## src/design/asq_pkg.sv

```systemverilog
// Shared constants and types for the analogue scan sequencer.
// Assumes a single 20 MHz clock; every user writes asq_pkg::name.
package asq_pkg;
  localparam int CLK_HZ = 20_000_000;
  localparam int CONV_US = 100;
  localparam int CONV_CYC = CONV_US * (CLK_HZ / 1_000_000);
  localparam int SAR_BITS = 10;
  localparam int STEP_CYC = CONV_CYC / SAR_BITS;
  localparam int TMO_MS = 100;
  localparam int TMO_CYC = TMO_MS * (CLK_HZ / 1000);
  localparam logic [9:0] FULL_CODE = 10'h3E8;
  localparam logic [9:0] LOW_CODE = 10'h000;
  localparam logic [9:0] HIGH_CODE = 10'h3FC;
  localparam logic [2:0] LAST_CH = 3'h7;
  localparam logic [4:0] LAST_OFF = 5'h1F;
  localparam int FLG_MSB = 0;
  localparam int FLG_ZERO = 1;
  localparam int FLG_LOW = 2;
  localparam int FLG_HIGH = 3;
  localparam logic [3:0] REG_CTRL = 4'h0;
  localparam logic [3:0] REG_STAT = 4'h4;
  localparam int CTRL_RUN = 0;
  localparam logic CTRL_RUN_RST = 1'b1;
  localparam int STAT_CH_LSB = 0;
  localparam int STAT_ST_LSB = 3;
  localparam int STAT_SEEN = 5;

  typedef enum logic [1:0] {
    ST_IDLE = 2'b00,
    ST_CONV = 2'b01,
    ST_XFER = 2'b10
  } asq_state_t;

  typedef struct packed {
    logic high;
    logic low;
    logic msb;
    logic [3:0] hund;
    logic [3:0] tens;
    logic [3:0] units;
  } asq_result_t;
endpackage

```

## src/design/asq_sar.sv

```systemverilog
// Successive-approximation search engine for one sample.
// Assumes the comparator input is already synchronised to mclk.
module asq_sar #(
  parameter int BITS = asq_pkg::SAR_BITS,
  parameter int STEP = asq_pkg::STEP_CYC
) (
  input wire logic mclk,
  input wire logic rst,
  input wire logic start,
  input wire logic cmp_above,
  output logic [BITS-1:0] dac,
  output logic done,
  output logic [BITS-1:0] code
);
  localparam int CW = $clog2(STEP);
  localparam int BW = $clog2(BITS);

  logic [BITS-1:0] dac_q;
  logic [BITS-1:0] dac_d;
  logic [CW-1:0] cnt_q;
  logic [BW-1:0] bit_q;
  logic busy_q;
  logic done_q;
  logic step_end;

  assign step_end = busy_q && (cnt_q == CW'(STEP - 1));

  // Keep the trial bit when the input sits above the DAC
  always_comb
  begin
    dac_d = dac_q;
    if (!cmp_above)
      dac_d[bit_q] = 1'b0;
    if (bit_q != '0)
      dac_d[bit_q - BW'(1)] = 1'b1;
  end

  always_ff @(posedge mclk)
  begin
    if (rst)
    begin
      dac_q <= '0;
      cnt_q <= '0;
      bit_q <= '0;
      busy_q <= 1'b0;
      done_q <= 1'b0;
    end
    else if (start)
    begin
      dac_q <= {1'b1, {(BITS-1){1'b0}}};
      bit_q <= BW'(BITS - 1);
      cnt_q <= '0;
      busy_q <= 1'b1;
      done_q <= 1'b0;
    end
    else
    begin
      done_q <= 1'b0;
      cnt_q <= step_end ? '0 : (busy_q ? cnt_q + CW'(1) : '0);
      if (step_end)
      begin
        dac_q <= dac_d;
        // Stop at bit 0 so the trial index never wraps past the top
        if (bit_q == '0)
        begin
          busy_q <= 1'b0;
          done_q <= 1'b1;
        end
        else
          bit_q <= bit_q - BW'(1);
      end
    end
  end

  assign dac = dac_q;
  assign done = done_q;
  assign code = dac_q;
endmodule // asq_sar

```

## src/design/asq_top.sv

```systemverilog
// Scan sequencer: converts channels, buffers results, serves the
// processor scratchpad transfer, drives the panel display.
// Assumes external pins are asynchronous; Avalon master is on mclk.

module asq_top #(
  parameter int TMO_CYCLES = asq_pkg::TMO_CYC
) (
  input wire logic mclk,
  input wire logic rst,
  input wire logic [10:0] processor_address,
  input wire logic address_valid_handshake,
  input wire logic [5:0] module_id,
  input wire logic [2:0] first_channel_select,
  input wire logic processor_reset_n,
  input wire logic [2:0] display_select,
  input wire logic comparator_above,
  output logic [9:0] sar_dac,
  output logic [2:0] mux_channel,
  output logic [3:0] processor_data_nibble,
  output logic preparation_done_o,
  output logic preparation_done_oe,
  output logic scratchpad_write_level_o,
  output logic scratchpad_write_level_oe,
  output logic [11:0] display_digits,
  output logic [2:0] display_points,
  input wire logic [3:0] avs_address,
  input wire logic avs_read,
  input wire logic avs_write,
  input wire logic [31:0] avs_writedata,
  output logic [31:0] avs_readdata,
  output logic avs_waitrequest
);
  localparam int SW = 27;

  logic [SW-1:0] sync1_q;
  logic [SW-1:0] sync2_q;
  logic [10:0] addr_s;
  logic avh_s;
  logic [5:0] mid_s;
  logic [2:0] first_s;
  logic prst_n_s;
  logic [2:0] dsel_s;
  logic cmp_s;
  logic seq_rst;

  asq_pkg::asq_state_t st_q;
  logic [2:0] ch_q;
  logic start_q;
  logic run_q;
  logic sar_done;
  logic [9:0] sar_code;
  asq_pkg::asq_result_t res_d;
  asq_pkg::asq_result_t buf_q [8];
  asq_pkg::asq_result_t cur;
  asq_pkg::asq_result_t disp_res;
  logic hit;
  logic [3:0] nib_d;
  logic [3:0] nib_q;
  logic prep_q;
  logic seen_q;
  logic last_q;
  logic [31:0] tmo_q;
  logic tmo_hit;
  logic [11:0] digits_q;
  logic [2:0] points_q;
  logic ack_q;
  logic [31:0] rdata_q;
  logic [11:0] conv_age_q;

  // Two flops on every pin but mclk, rst and the Avalon slave port before use
  always_ff @(posedge mclk)
  begin
    sync1_q <= {processor_address, address_valid_handshake, module_id,
                first_channel_select, processor_reset_n, display_select,
                comparator_above, 1'b0};
    sync2_q <= sync1_q;
  end
  assign {addr_s, avh_s, mid_s, first_s, prst_n_s, dsel_s, cmp_s} = sync2_q[SW-1:1];
  assign seq_rst = rst || !prst_n_s;

  asq_sar u_sar (
    .mclk(mclk),
    .rst(seq_rst),
    .start(start_q),
    .cmp_above(cmp_s),
    .dac(sar_dac),
    .done(sar_done),
    .code(sar_code)
  );

  // Code is in units of 10 mV; clamp at full scale
  function automatic asq_pkg::asq_result_t to_bcd(input logic [9:0] c);
    asq_pkg::asq_result_t r;
    int n;
    n = (c > asq_pkg::FULL_CODE) ? int'(asq_pkg::FULL_CODE) : int'(c);
    r.high = (c > asq_pkg::HIGH_CODE);
    r.low = (c == asq_pkg::LOW_CODE);
    r.msb = (n >= 1000);
    r.hund = 4'((n / 100) % 10);
    r.tens = 4'((n / 10) % 10);
    r.units = 4'(n % 10);
    return r;
  endfunction
  assign res_d = to_bcd(sar_code);

  always_ff @(posedge mclk)
  begin
    if (rst)
      run_q <= asq_pkg::CTRL_RUN_RST;
    else if (avs_write && ack_q && avs_address == asq_pkg::REG_CTRL)
      run_q <= avs_writedata[asq_pkg::CTRL_RUN];
  end

  // Sequencer
  always_ff @(posedge mclk)
  begin
    if (seq_rst)
    begin
      st_q <= asq_pkg::ST_IDLE;
      ch_q <= 3'h0;
      start_q <= 1'b0;
    end
    else
    begin
      start_q <= 1'b0;
      case (st_q)
        asq_pkg::ST_IDLE:
          if (run_q)
          begin
            ch_q <= first_s;
            start_q <= 1'b1;
            st_q <= asq_pkg::ST_CONV;
          end
        asq_pkg::ST_CONV:
          if (sar_done)
          begin
            if (ch_q == asq_pkg::LAST_CH)
              st_q <= asq_pkg::ST_XFER;
            else
            begin
              ch_q <= ch_q + 3'h1;
              start_q <= 1'b1;
            end
          end
        asq_pkg::ST_XFER:
          if ((last_q && !avh_s) || tmo_hit)
            st_q <= asq_pkg::ST_IDLE;
        default:
          st_q <= asq_pkg::ST_IDLE;
      endcase
    end
  end
  assign mux_channel = ch_q;

  // Cleared so panel and transfer never show unknowns before a scan
  always_ff @(posedge mclk)
  begin
    if (rst)
      buf_q <= '{default: '0};
    else if (st_q == asq_pkg::ST_CONV && sar_done)
      buf_q[ch_q] <= res_d;
  end

  // Only in the transfer phase, own block, offsets from 4*first
  assign hit = (st_q == asq_pkg::ST_XFER) && avh_s
               && (addr_s[10:5] == mid_s)
               && (addr_s[4:2] >= first_s);
  assign cur = buf_q[addr_s[4:2]];

  always_comb
  begin
    case (addr_s[1:0])
      2'h0:
      begin
        nib_d = 4'h0;
        nib_d[asq_pkg::FLG_MSB] = cur.msb;
        nib_d[asq_pkg::FLG_LOW] = cur.low;
        nib_d[asq_pkg::FLG_HIGH] = cur.high;
      end
      2'h1: nib_d = cur.hund;
      2'h2: nib_d = cur.tens;
      default: nib_d = cur.units;
    endcase
  end

  always_ff @(posedge mclk)
  begin
    if (seq_rst)
    begin
      nib_q <= 4'h0;
      prep_q <= 1'b0;
    end
    else
    begin
      nib_q <= hit ? nib_d : 4'h0;
      prep_q <= hit;
    end
  end
  assign processor_data_nibble = nib_q;
  // Open collector: enable pulls the line low
  assign preparation_done_o = 1'b0;
  assign preparation_done_oe = prep_q;
  assign scratchpad_write_level_o = 1'b0;
  assign scratchpad_write_level_oe = prep_q;

  // Transfer progress and the no-transfer watchdog
  always_ff @(posedge mclk)
  begin
    if (seq_rst || st_q != asq_pkg::ST_XFER)
    begin
      seen_q <= 1'b0;
      last_q <= 1'b0;
    end
    else if (hit)
    begin
      seen_q <= 1'b1;
      if (addr_s[4:0] == asq_pkg::LAST_OFF)
        last_q <= 1'b1;
    end
  end

  always_ff @(posedge mclk)
  begin
    if (seq_rst || st_q != asq_pkg::ST_XFER || seen_q)
      tmo_q <= 32'h0;
    else
      tmo_q <= tmo_q + 32'h1;
  end
  assign tmo_hit = !seen_q && (tmo_q == 32'(TMO_CYCLES - 1));

  // Panel display follows the thumbwheel channel
  assign disp_res = buf_q[dsel_s];
  always_ff @(posedge mclk)
  begin
    if (rst)
    begin
      digits_q <= 12'h000;
      points_q <= 3'h0;
    end
    else
    begin
      digits_q <= {disp_res.hund, disp_res.tens, disp_res.units};
      points_q <= {3{disp_res.msb}};
    end
  end
  assign display_digits = digits_q;
  assign display_points = points_q;

  // Avalon slave: fixed one wait state, unmapped reads give zero
  always_ff @(posedge mclk)
  begin
    if (rst)
    begin
      ack_q <= 1'b0;
      rdata_q <= 32'h0;
    end
    else
    begin
      ack_q <= (avs_read || avs_write) && !ack_q;
      if (avs_read && !ack_q)
        case (avs_address)
          asq_pkg::REG_CTRL: rdata_q <= {31'h0, run_q};
          asq_pkg::REG_STAT: rdata_q <= {26'h0, seen_q, st_q, ch_q};
          default: rdata_q <= 32'h0;
        endcase
    end
  end
  assign avs_waitrequest = !ack_q;
  assign avs_readdata = rdata_q;

  // Checking helper: cycles since conversion start
  always_ff @(posedge mclk)
  begin
    if (seq_rst || start_q)
      conv_age_q <= 12'h000;
    else
      conv_age_q <= conv_age_q + 12'h001;
  end
endmodule // asq_top

```

## config.mk

```make
export PLATFORM = sky130hd
export DESIGN_NAME = asq_top
export DESIGN_NICKNAME = d
export VERILOG_FILES = /design/src/design/asq_pkg.sv /design/src/design/asq_sar.sv /design/src/design/asq_top.sv
export SDC_FILE = /design/constraint.sdc
export NUM_CORES = 1
export LEC_CHECK = 0
export BUFFER_PORTS_ARGS = -buffer_cell sky130_fd_sc_hd__buf_2
export CORE_MARGIN = 3
export CORE_UTILIZATION = 55
export DETAILED_ROUTE_END_ITERATION = 10
export GPL_ROUTABILITY_DRIVEN = 0
export GPL_TIMING_DRIVEN = 0
export PLACE_DENSITY = 0.75
export SYNTH_ARGS = -nofsm -noshare
export SYNTH_HDL_FRONTEND = slang
export SYNTH_SLANG_ARGS = --single-unit
```

## constraint.sdc

```tcl
create_clock -name mclk -period 8.4 [get_ports mclk]
set_input_delay 0.42 -clock mclk [delete_from_list [all_inputs] [get_ports mclk]]
set_output_delay 0.42 -clock mclk [all_outputs]
set_load 0.005 [all_outputs]
```

# Yosys cells after proc, flatten, opt, wreduce, memory -nomap -nowiden
# Cells that the tools add are included.
# word_totals
word_cells	200
regBits	288
# classes
div	5
magnitude_cmp	12
add_sub_neg	4
bitwise	10
n_eq_ne	17
muxes	40
n_reduce_logical	42
# op_table
operator	n
$bwmux 120	1
$mod 32x5->32 const B	3
$bmux 15 s3	2
$mux 10	5
$demux 15 s3	1
$mux 15	3
$add 32x1->32 const B	1
$div 32x5->32 const B	1
$div 32x8->32 const B	1
$eq 32x21->1 const B	1
$mux 13	2
$gt 10x10->1 const B	2
$logic_and 1x1->1	14
$ge 4x4->1 const B	3
$mux 4	3
$ne 2x2->1 const B	6
$not 3->4	3
$pmux 4 s3	1
$pmux 6 s2	1
$and 10x10->10	1
$ge 10x10->1 const B	1
$logic_not 10->1	1
$lt 4x5->1 const B	2
$not 10->10	1
34 further kinds	70

# Longest topological paths before layout
# Gate-level depths: netlist of run 1.
# logic_depth
word_depth	11
ltp_mapped	30
ltp_nobuf	28

# Modules after synthesis
# Synthesis of run 1 repeated with hierarchy kept, for this count alone.
# hier_totals
hier_cells	1584
hier_area_um2	14052.2
# modules_own_cells
module	n_inst	cells_per_inst	area_each_um2	seq_area_each_um2
asq_top	1	1434	12746.0	4764.6
asq_sar	1	150	1306.3	480.5

# Worst setup path after synthesis of run 1
# No wires, ideal clock.
# synth_timing
path_type	register -> register
from	register u_sar.dac_q[9], in the netlist u_sar.code[9]
to	register buf_q[111] (netlist bit)
arrival_time_ps	5934
setup_slack_ps	2380
path_buffers	4
required_time_ps	8314
path_stages_with_launch	30
cell_sequence	dfxtp_1 -> buf_6 -> buf_2 -> clkbuf_1 -> ha_1 -> nand2b_1 -> clkbuf_2 -> o32ai_1 -> nor2_1 -> o31a_1 -> or4_1 -> o2111a_1 -> nand2b_4 -> a22o_1 -> a2111o_1 -> a31oi_4 -> ha_1 -> o22ai_1 -> o21a_1 -> a21oi_1 -> o31ai_1 -> nor4_4 -> nand2_2 -> nor2_1 -> nor2_1 -> ha_1 -> nor2b_1 -> nor3_1 -> a211oi_4 -> a211oi_1
# synth_between
elab_chain_len	5
# synth_lines
element	line	source
start, declared	asq_sar.sv:18	logic [BITS-1:0] dac_q;
start signal, assigned	asq_sar.sv:50	dac_q <= {1'b1, {(BITS-1){1'b0}}};
$gt 10x10->1	asq_top.sv:95	n = (c > asq_pkg::FULL_CODE) ? int'(asq_pkg::FULL_CODE) : int'(c);
$mux 10 (*)	asq_top.sv:95	
$div 32x5->32 (*)	asq_top.sv:100	r.tens = 4'((n / 10) % 10);
$mod 32x5->32 (*)	asq_top.sv:100	
$bwmux 120 (*)	asq_top.sv:161	buf_q[ch_q] <= res_d;
end signal, assigned by index	asq_top.sv:161	
end, declared	asq_top.sv:53	asq_pkg::asq_result_t buf_q [8];
# Mark *: on every way between the ends. The rest lies on a longest branch, timed or not.
# A chain may end at the register's enable or synchronous reset.

# Worst setup path in the final report of run 1
# layout_timing
from	register u_sar.dac_q[9], in the netlist u_sar.code[9]
to	register buf_q[81] (netlist bit)
# The elaborated chain is that of the path after synthesis.

==> flow_summary_export.csv, run 1 <==
group,metric,value,unit
outcome,status,"complete, no violations",
sta,finalHoldViolCount,0,
logic_synthesis,synth_commonest_cells,"277 x nor2_1, 262 x dfxtp_1, 141 x nand2_1, 109 x a21oi_1, 77 x clkbuf_1",
cts,cts_buffer_depth,3,
worst_setup_path,required,8.80,ns
global_route,grt_pass1_wl,58300,um
cts,hold_buffers,26,
power_and_ir_drop,ir_drop,0.173,mV
route,vias_per_cell,5.96,
placement,dpl.hpwl,25800,um
final_layout,stdcell_count,2015,
final_layout,multiInputGateArea,7430,um2
logic_synthesis,yosys.cell_types.count,83,
power_and_ir_drop,power_density,176,nW/um2
global_route,antenna_found_initial,0,
cts,cts.sinks,262,
cts,h-tree-depth,1,
sta,fin_skew,0.0171,ns
route,post-route-drc-count,0,
logic_synthesis,synth_top_area_share,39.4,%
logic_synthesis,ys.flop_type,"dfxtp_1",
sta,fmax,141,MHz
logic_synthesis,yosysMostFrequentCell,"nor2_1",
cts,cts_tree,"done",
worst_setup_path,startpoint_type,"flip-flop",
sta,setup_viol,0,
sta,period_minus_slack,7.11,ns
cts,cts_buffers,27,
placement,post-place-ws,1.41,ns
worst_setup_path,crit_arrival,7.51,ns
logic_synthesis,yosys-top-cells-area,"dfxtp_1 39%, mux4_2 11%, nor2_1 7.8%",
sta,tns,0,ns
logic_synthesis,synth.avg_cell_area,8.74,um2
sta,fin_crit_sh,84.7,%
final_layout,register_area,5250,um2
worst_setup_path,cp_slowest_cell,"or4_1",
die,fp.dieH,162,um
final_layout,nets,1765,
flow_run,maxCapViolCount,0,
logic_synthesis,seq_area_frac_synth,39.4,%
global_route,grt_pass1_vias,11400,
sta,slew_viol_final,0,
power_and_ir_drop,cellLeakagePower,5.69,nW
final_layout,antennaDiodeCount,0,
worst_setup_path,cp-end-kind,"flip-flop",
sta,slew_headroom,23.1,%
logic_synthesis,postSynthCellCount,1521,
sta,finalWorstSetupSlack,1.29,ns
route,drt_first_pass_iters,7,
final_layout,area.growth.synth_to_final,15.3,%
global_route,grt_max_degree,17,
cts,path_clk_slew,0.06,ns
die,rows,56,
route,num_vias,12000,
power_and_ir_drop,total_power,2.70,mW
route,wl,36700,um
route,drt_iter0_drc,1147,
final_layout,layout-drive-gt1-share,15.0,%
cts,cts-resized-gates,0,
die,coreArea,23600,um2
sta,fin_hold_ws,0.144,ns
worst_setup_path,crit_fanout,10,
die,initial_core_util,56.3,%
final_layout,fillers,1935,
placement,portBuffers,74,
cts,post-cts-setup-buffers,0,
die,die_x,162,um
worst_setup_path,cpMostUsedCell,"ha_1",
logic_synthesis,synth_edf_count,0,
logic_synthesis,yosysWarnings,0,
route,routedWlPerCell,18.2,um
sta,rsz0062_at_grt,"false",
route,antenna_left,0,
logic_synthesis,syn_area,13300,um2
cts,clk_latency,0.55,ns
worst_setup_path,cpPeakStageDelay,0.54,ns
placement,post-place-cells,1941,
sta,worst_pin_slew,1.15,ns
logic_synthesis,yosys.area.top_type,"dfxtp_1",
logic_synthesis,ys_ff_latch,262,
die,design.portCount,135,
worst_hold_path,hold_class,"in2reg",
logic_synthesis,postSynth.asyncResetShare,0,%
die,dieArea,26100,um2
worst_setup_path,path_class,"reg2reg",
global_route,grt_use_total,27.3,%
global_route,overflow,0,
cts,cts_root_buffer,"clkbuf_16",
## layer usage
layer  vias to the layer above  share of wire [%]  wire, um  track usage, %
met5                         -                  0         0               0
li1                       5663                  -         -               -
met4                         0                3.1      1120            8.56
met1                      5679                 41     15000            35.9
met2                       588                 47     17100            45.8
met3                        77                9.4      3460            5.33
## flip-flops by register name, summed over array words and instances (netlist names), 6 cells and up
name and flops:
u_sar.code 10, display_digits 12, buf_q 120, u_sar.cnt_q 8, avs_readdata 6, tmo_q 32, sync2_q 26, sync1_q 26
## area by class of cell
cell class	instances	area share, %
buffer	127	4.07
clock buffer	31	4.63
clock inverter	17	1.26
inverter	29	0.710
multi-input combinational	1130	48.4
sequential	262	34.2
tap	319	2.60
timing repair buffer	100	4.11
## power by group
group,internal (mW),switching [mW],leakage [nW]
logic,0.0827,0.138,3.13
clock network,0.682,0.527,0.431
registers,1.26,0.00790,2.13
## cells by family after synthesis
family	count (synthesis)	share of synthesized area, %
AND/OR/NAND/NOR	622	21.4
AO/OA/AOI/OAI	318	15.5
flip-flops	262	39.4
buffers and inverters	156	5.51
multiplexers	85	12.3
XOR/XNOR	55	3.68
adder cells (fa/ha/maj)	22	2.07
other	1	0.0282
## layout by cell type, fill, tap and decap left out, types with 32 or more instances in the layout
cell / Yosys / final
nor2_1: 277 / 277
dfxtp_1: 262 / 262
nand2_1: 141 / 141
a21oi_1: 109 / 109
buf_2: 6 / 80
clkbuf_1: 77 / 79
mux4_2: 63 / 63
a211oi_1: 51 / 51
o21ai_0: 43 / 43
nor3_1: 37 / 37
buf_4: 33 / 33
nand3_1: 32 / 32
## worst max-delay path, delay by kind of cell (launching register included)
family	cells	cell delay, ns
AOI/OAI and AO/OA	12	2.89
adders and majority gates	3	0.85
buffers and inverters	4	0.78
DFF	1	0.42
xor gates and xnor gates	1	0.14
and+or+nand+nor	10	1.87
## stage by stage
| stage | utilization [%] | instance area (um2) |
|---|---|---|
| global placement | 60.0 | 14200 |
| finish | 65.0 | 15300 |
| detailed placement | 60.0 | 14200 |
| CTS | 64.9 | 15300 |
| floorplan | - | 13400 |
| global route | 65.0 | 15300 |
## path summary, 6_finish.rpt
path	depth (start not counted)	slack, ns	endpoint	from
max	30	1.29	buf_q[81]$_SDFFE_PP0P_	u_sar.code[9]$_SDFFE_PP0P_
max reg2reg	30	1.29	buf_q[81]$_SDFFE_PP0P_	u_sar.code[9]$_SDFFE_PP0P_
min reg2reg	0	0.33	sync2_q[2]$_DFF_P_	sync1_q[2]$_DFF_P_
min	3	0.14	ack_q$_SDFF_PP0_	avs_write
No activity file was read; power rests on OpenSTA's default activity.
==> run 2: changes to the inputs <==
==> constraint.sdc (replaced) <==
create_clock -name mclk -period 6.95 [get_ports mclk]
set_input_delay 0.3475 -clock mclk [delete_from_list [all_inputs] [get_ports mclk]]
set_output_delay 0.3475 -clock mclk [all_outputs]
set_load 0.005 [all_outputs]
==> flow_summary_export.csv, run 2 (synthesized netlist as in run 1, its figures left out) <==
group,metric,value,unit
sta,worst_pin_slew,1.12,ns
route,wl,36900,um
global_route,antenna_found_initial,0,
global_route,grt_use_total,27.4,%
worst_setup_path,path_class,"reg2reg",
die,rows,56,
placement,portBuffers,74,
route,drt_iter0_drc,1071,
cts,cts_buffers,27,
sta,slew_viol_final,0,
cts,cts_root_buffer,"clkbuf_16",
die,fp.dieH,162,um
final_layout,largest_reg_flops,120,
cts,path_clk_slew,0.06,ns
global_route,grt_pass1_wl,58400,um
route,post-route-drc-count,0,
final_layout,final_common_cell,"nor2_1",
placement,post-place-cells,1941,
cts,cts_buffer_depth,3,
power_and_ir_drop,cellLeakagePower,5.76,nW
worst_setup_path,cpPeakStageDelay,0.48,ns
placement,post-place-ws,-0.0389,ns
final_layout,mostFrequentLayoutCells,"275 x nor2_1, 261 x dfxtp_1, 140 x nand2_1",
die,initial_core_util,56.3,%
global_route,grt_pass1_vias,11400,
die,design.portCount,135,
route,drt_first_pass_iters,8,
sta,finalHoldViolCount,0,
global_route,overflow,0,
sta,period_minus_slack,6.72,ns
route,num_vias,12000,
placement,dpl.hpwl,25800,um
worst_hold_path,hold_class,"in2reg",
worst_setup_path,cp-end-kind,"flip-flop",
power_and_ir_drop,ir_drop,0.209,mV
global_route,grt_max_degree,17,
flow_run,maxCapViolCount,0,
sta,fin_crit_sh,96.6,%
outcome,status,"complete, no violations",
power_and_ir_drop,total_power,3.27,mW
final_layout,nets,1772,
route,antenna_left,0,
worst_setup_path,cp_slowest_cell,"or4_1",
sta,fin_skew,0.0191,ns
die,coreArea,23600,um2
worst_setup_path,crit_fanout,10,
power_and_ir_drop,power_density,211,nW/um2
final_layout,area.growth.synth_to_final,16.3,%
worst_setup_path,required,7.41,ns
cts,h-tree-depth,1,
worst_setup_path,crit_arrival,7.17,ns
final_layout,antennaDiodeCount,0,
final_layout,layout-drive-gt1-share,16.1,%
die,die_x,162,um
worst_setup_path,critPathBufInv,5,
worst_setup_path,startpoint_type,"flip-flop",
final_layout,stdcell_count,2022,
route,routedWlPerCell,18.2,um
sta,finalWorstSetupSlack,0.234,ns
sta,slew_headroom,25.0,%
cts,cts_tree,"done",
sta,fmax,149,MHz
route,vias_per_cell,5.96,
final_layout,reg.largest.list,"buf_q: 120 flops, tmo_q: 32 flops",
final_layout,fillers,1924,
worst_setup_path,crit_family,"compound AO/OA/AOI/OAI gates",
die,dieArea,26100,um2
cts,clk_latency,0.55,ns
cts,cts.sinks,262,
sta,setup_viol,0,
final_layout,largest-register,"buf_q",
[run 2: routing by layer]
metal	up-vias	wire length [um]	GRT usage, %
li1	5680	-	-
met1	5689	14900	36.0
met2	591	17300	45.9
met3	86	3500	5.39
met4	0	1170	8.68
met5	-	0	0
[run 2: through the flow]
stage	instance area (um2)	hold slack, ns	setup TNS, ns	util (%)
finish	15500	0.0703	0	65.5
detailed placement	14200	0.312	-0.199	60.0
CTS	15400	0.0450	0	65.1
floorplan	13400	0.310	0	-
global route	15500	0.0615	-0.351	65.5
global placement	14200	0.310	0	60.0
[run 2: tightest hold or removal path: cells and delay by family]
| family | cells | cell delay [ns] |
|---|---|---|
| buffers and inverters | 1 | 0.11 |
| AND/OR/NAND/NOR | 2 | 0.12 |
[run 2: path summary, 6_finish.rpt]
| kind | startpoint | endpoint | slack, ns | cells past startpoint |
|---|---|---|---|---|
| setup / recovery | u_sar.code[9]$_SDFFE_PP0P_ | buf_q[111]$_SDFFE_PP0P_ | 0.23 | 30 |
| hold / removal | avs_write | ack_q$_SDFF_PP0_ | 0.07 | 3 |
| hold reg to reg | sync1_q[2]$_DFF_P_ | sync2_q[2]$_DFF_P_ | 0.33 | 0 |
| setup reg to reg | u_sar.code[9]$_SDFFE_PP0P_ | buf_q[111]$_SDFFE_PP0P_ | 0.23 | 30 |
[run 2: report_power, final]
group / internal, mW / leakage (nW) / switching [mW] / total (mW)
clock: 0.824 / 0.431 / 0.634 / 1.46
sequential: 1.52 / 2.13 / 0.00959 / 1.53
combinational: 0.107 / 3.20 / 0.170 / 0.277
[run 2: area by class of cell]
cell class / instances / area, um2 / share of cell area [%]
Buffer: 127 / 632 / 4.08
Clock buffer: 31 / 711 / 4.59
Clock inverter: 17 / 193 / 1.25
Inverter: 29 / 109 / 0.704
Multi-Input combinational cell: 1130 / 7490 / 48.4
Sequential cell: 262 / 5250 / 33.9
Tap cell: 319 / 399 / 2.58
Timing Repair Buffer: 107 / 696 / 4.50
[run 2: what timing repair did]
action / in CTS / in global routing
resized for setup: 2 / 16
hold buffers: 26 / 0
buffers inserted: 1 / 6
endpoints found under the setup margin: 8 / 24
endpoints found under the hold margin: 26 / 0
pin swaps: 1 / 4
==> run 3: changes to the inputs <==
--- a/config.mk
+++ b/config.mk
@@ -7,11 +7,11 @@
 export LEC_CHECK = 0
 export BUFFER_PORTS_ARGS = -buffer_cell sky130_fd_sc_hd__buf_2
 export CORE_MARGIN = 3
-export CORE_UTILIZATION = 55
+export CORE_UTILIZATION = 54
 export DETAILED_ROUTE_END_ITERATION = 10
 export GPL_ROUTABILITY_DRIVEN = 0
 export GPL_TIMING_DRIVEN = 0
-export PLACE_DENSITY = 0.75
+export PLACE_DENSITY = 0.77
 export SYNTH_ARGS = -nofsm -noshare
 export SYNTH_HDL_FRONTEND = slang
 export SYNTH_SLANG_ARGS = --single-unit
==> constraint.sdc (replaced) <==
create_clock -name mclk -period 5.95 [get_ports mclk]
set_input_delay 0.2975 -clock mclk [delete_from_list [all_inputs] [get_ports mclk]]
set_output_delay 0.2975 -clock mclk [all_outputs]
set_load 0.005 [all_outputs]
==> flow_summary_export.csv, run 3 (synthesized netlist as in run 1, its figures left out) <==
group,metric,value,unit
final_layout,nets,1792,
worst_setup_path,crit_fanout,8,
worst_setup_path,startpoint_type,"flip-flop",
sta,fin_skew,0.0254,ns
worst_setup_path,timing.rr.start,"u_sar.code[9]$_SDFFE_PP0P_",
final_layout,largest-register,"buf_q",
global_route,grt_use_total,27.4,%
cts,clk_latency,0.56,ns
die,initial_core_util,55.8,%
placement,post-place-cells,1941,
worst_setup_path,cp_slowest_cell,"or4_1",
worst_setup_path,crit_start,"u_sar.code[9]$_SDFFE_PP0P_",
placement,portBuffers,74,
sta,fin_crit_sh,104,%
cts,cts.sinks,262,
worst_setup_path,critPathBufInv,8,
die,die_x,163,um
sta,fmax,161,MHz
sta,worst_pin_slew,1.25,ns
placement,place_area,14200,um2
sta,tns,-1.93,ns
worst_setup_path,crit_arrival,6.59,ns
power_and_ir_drop,ir_drop,0.264,mV
final_layout,final_common_cell,"nor2_1",
worst_setup_path,cpPeakStageDelay,0.41,ns
outcome,violations,"setup timing",
route,vias_per_cell,6.07,
route,drt_first_pass_iters,6,
final_layout,multiInputGateArea,7790,um2
global_route,grt_pass1_wl,59100,um
final_layout,register_area,5250,um2
power_and_ir_drop,total_power,3.84,mW
worst_setup_path,required,6.35,ns
route,post-route-drc-count,0,
sta,slew_headroom,16.3,%
cts,path_clk_slew,0.06,ns
placement,dpl.hpwl,25400,um
cts,cts_buffer_depth,3,
cts,cts_tree,"done",
sta,finalWorstSetupSlack,-0.244,ns
die,design.portCount,135,
global_route,antenna_found_initial,0,
power_and_ir_drop,cellLeakagePower,5.90,nW
final_layout,fin_area,15900,um2
worst_setup_path,path_class,"reg2reg",
worst_setup_path,cp-end-kind,"flip-flop",
die,coreArea,23800,um2
placement,post-place-ws,-0.962,ns
outcome,status,"finished with violations",
worst_setup_path,cpMostUsedCell,"buf_4",
die,fp.dieH,163,um
flow_run,maxCapViolCount,0,
power_and_ir_drop,power_density,241,nW/um2
final_layout,area.growth.synth_to_final,19.9,%
route,antenna_left,0,
final_layout,stdcell_count,2042,
sta,period_minus_slack,6.19,ns
worst_setup_path,crit_path_end,"buf_q[111]$_SDFFE_PP0P_",
worst_setup_path,cp.depth,33,
worst_setup_path,ff2ff_path_depth,33,
cts,cts_root_buffer,"clkbuf_16",
final_layout,layout-drive-gt1-share,19.6,%
final_layout,largest_reg_flops,120,
cts,h-tree-depth,1,
route,wl,37900,um
route,num_vias,12400,
worst_setup_path,rr_endpoint,"buf_q[111]$_SDFFE_PP0P_",
final_layout,fillers,1911,
worst_setup_path,r2r_slack,-0.24,ns
sta,setup_viol,14,
die,rows,56,
worst_setup_path,crit_family,"compound AO/OA/AOI/OAI gates",
sta,finalHoldViolCount,0,
global_route,grt_pass1_vias,11600,
sta,rsz0062_at_grt,"true",
route,drt_iter0_drc,1410,
sta,slew_viol_final,0,
cts,cts_buffers,27,
die,dieArea,26500,um2
final_layout,antennaDiodeCount,0,
global_route,grt_max_degree,17,
global_route,overflow,0,
final_layout,reg.largest.list,"buf_q: 120 flops, tmo_q: 32 flops",
worst_hold_path,hold_class,"in2reg",
final_layout,mostFrequentLayoutCells,"268 x nor2_1, 260 x dfxtp_1, 138 x nand2_1",
route,routedWlPerCell,18.5,um
-- run 3: changes by cell type in the layout (fill, tap and decap cells not counted), moves of 4 or more --
cell      previous run  this run
buf_4               39        60
nor2_2               2         7
o21ai_0             43        39
a211oi_1            50        46
clkinv_4             6         0
nor2_1             275       268
a211oi_2             1         5
-- run 3: metrics by stage --
| step | utilization, % | hold WS, ns |
|---|---|---|
| finish | 66.9 | 0.0229 |
| global route | 66.9 | 0.0356 |
| CTS | 65.6 | 0.0129 |
| detailed placement | 59.6 | 0.313 |
| global placement | 59.6 | 0.310 |
| floorplan | - | 0.310 |
-- run 3: where the power goes --
| group | switching [mW] | total (mW) | internal, mW |
|---|---|---|---|
| Clock | 0.745 | 1.69 | 0.948 |
| Combinational | 0.217 | 0.357 | 0.140 |
| Sequential | 0.0110 | 1.79 | 1.78 |
| Total | 0.973 | 3.84 | 2.86 |
-- run 3: repair_timing --
| item | in CTS | in global routing |
|---|---|---|
| resized for setup | 35 | 47 |
| buffers inserted | 11 | 18 |
| pin swaps | 18 | 38 |
| hold buffers | 27 | 0 |
| hold endpoints to repair | 27 | 0 |
| setup endpoints to repair | 24 | 47 |
-- run 3: worst register-to-register path, delay by kind of cell, from the launching register on --
kind	cells	cell delay, ns
AOI/OAI and AO/OA	10	1.91
xor gates and xnor gates	1	0.14
adders and majority gates	3	0.74
buffers and inverters	8	1.21
DFF	1	0.35
and+or+nand+nor	11	1.67
-- run 3: cell type report --
cell class / count / area share, %
inverters: 29 / 0.706
clock inverters: 16 / 1.12
repair buffers: 129 / 5.41
plain buffers: 125 / 4.03
flip-flops and latches: 262 / 32.9
well taps: 319 / 2.50
clock buffers: 32 / 4.42
multi-input cells: 1130 / 48.9
-- run 3: how the worst min path moves through the flow --
stage | startpoint | end | slack [ns] | cells past startpoint
global route | avs_write | ack_q$_SDFF_PP0_ | 0.04 | 3
detailed placement | sync1_q[8]$_DFF_P_ | sync2_q[8]$_DFF_P_ | 0.31 | 0
floorplan | sync1_q[10]$_DFF_P_ | sync2_q[10]$_DFF_P_ | 0.31 | 0
finish | avs_write | ack_q$_SDFF_PP0_ | 0.02 | 3
CTS | avs_write | ack_q$_SDFF_PP0_ | 0.01 | 3
global placement | sync1_q[9]$_DFF_P_ | sync2_q[9]$_DFF_P_ | 0.31 | 0
-- run 3: per-layer routing --
layer	wire [um]	vias up	part of all wire, %	GRT usage (%)
li1	-	5727	-	-
met1	14800	5831	39	35.9
met2	17600	711	46	44.8
met3	4070	125	11	5.85
met4	1470	0	3.9	10.4
met5	0	-	0	0
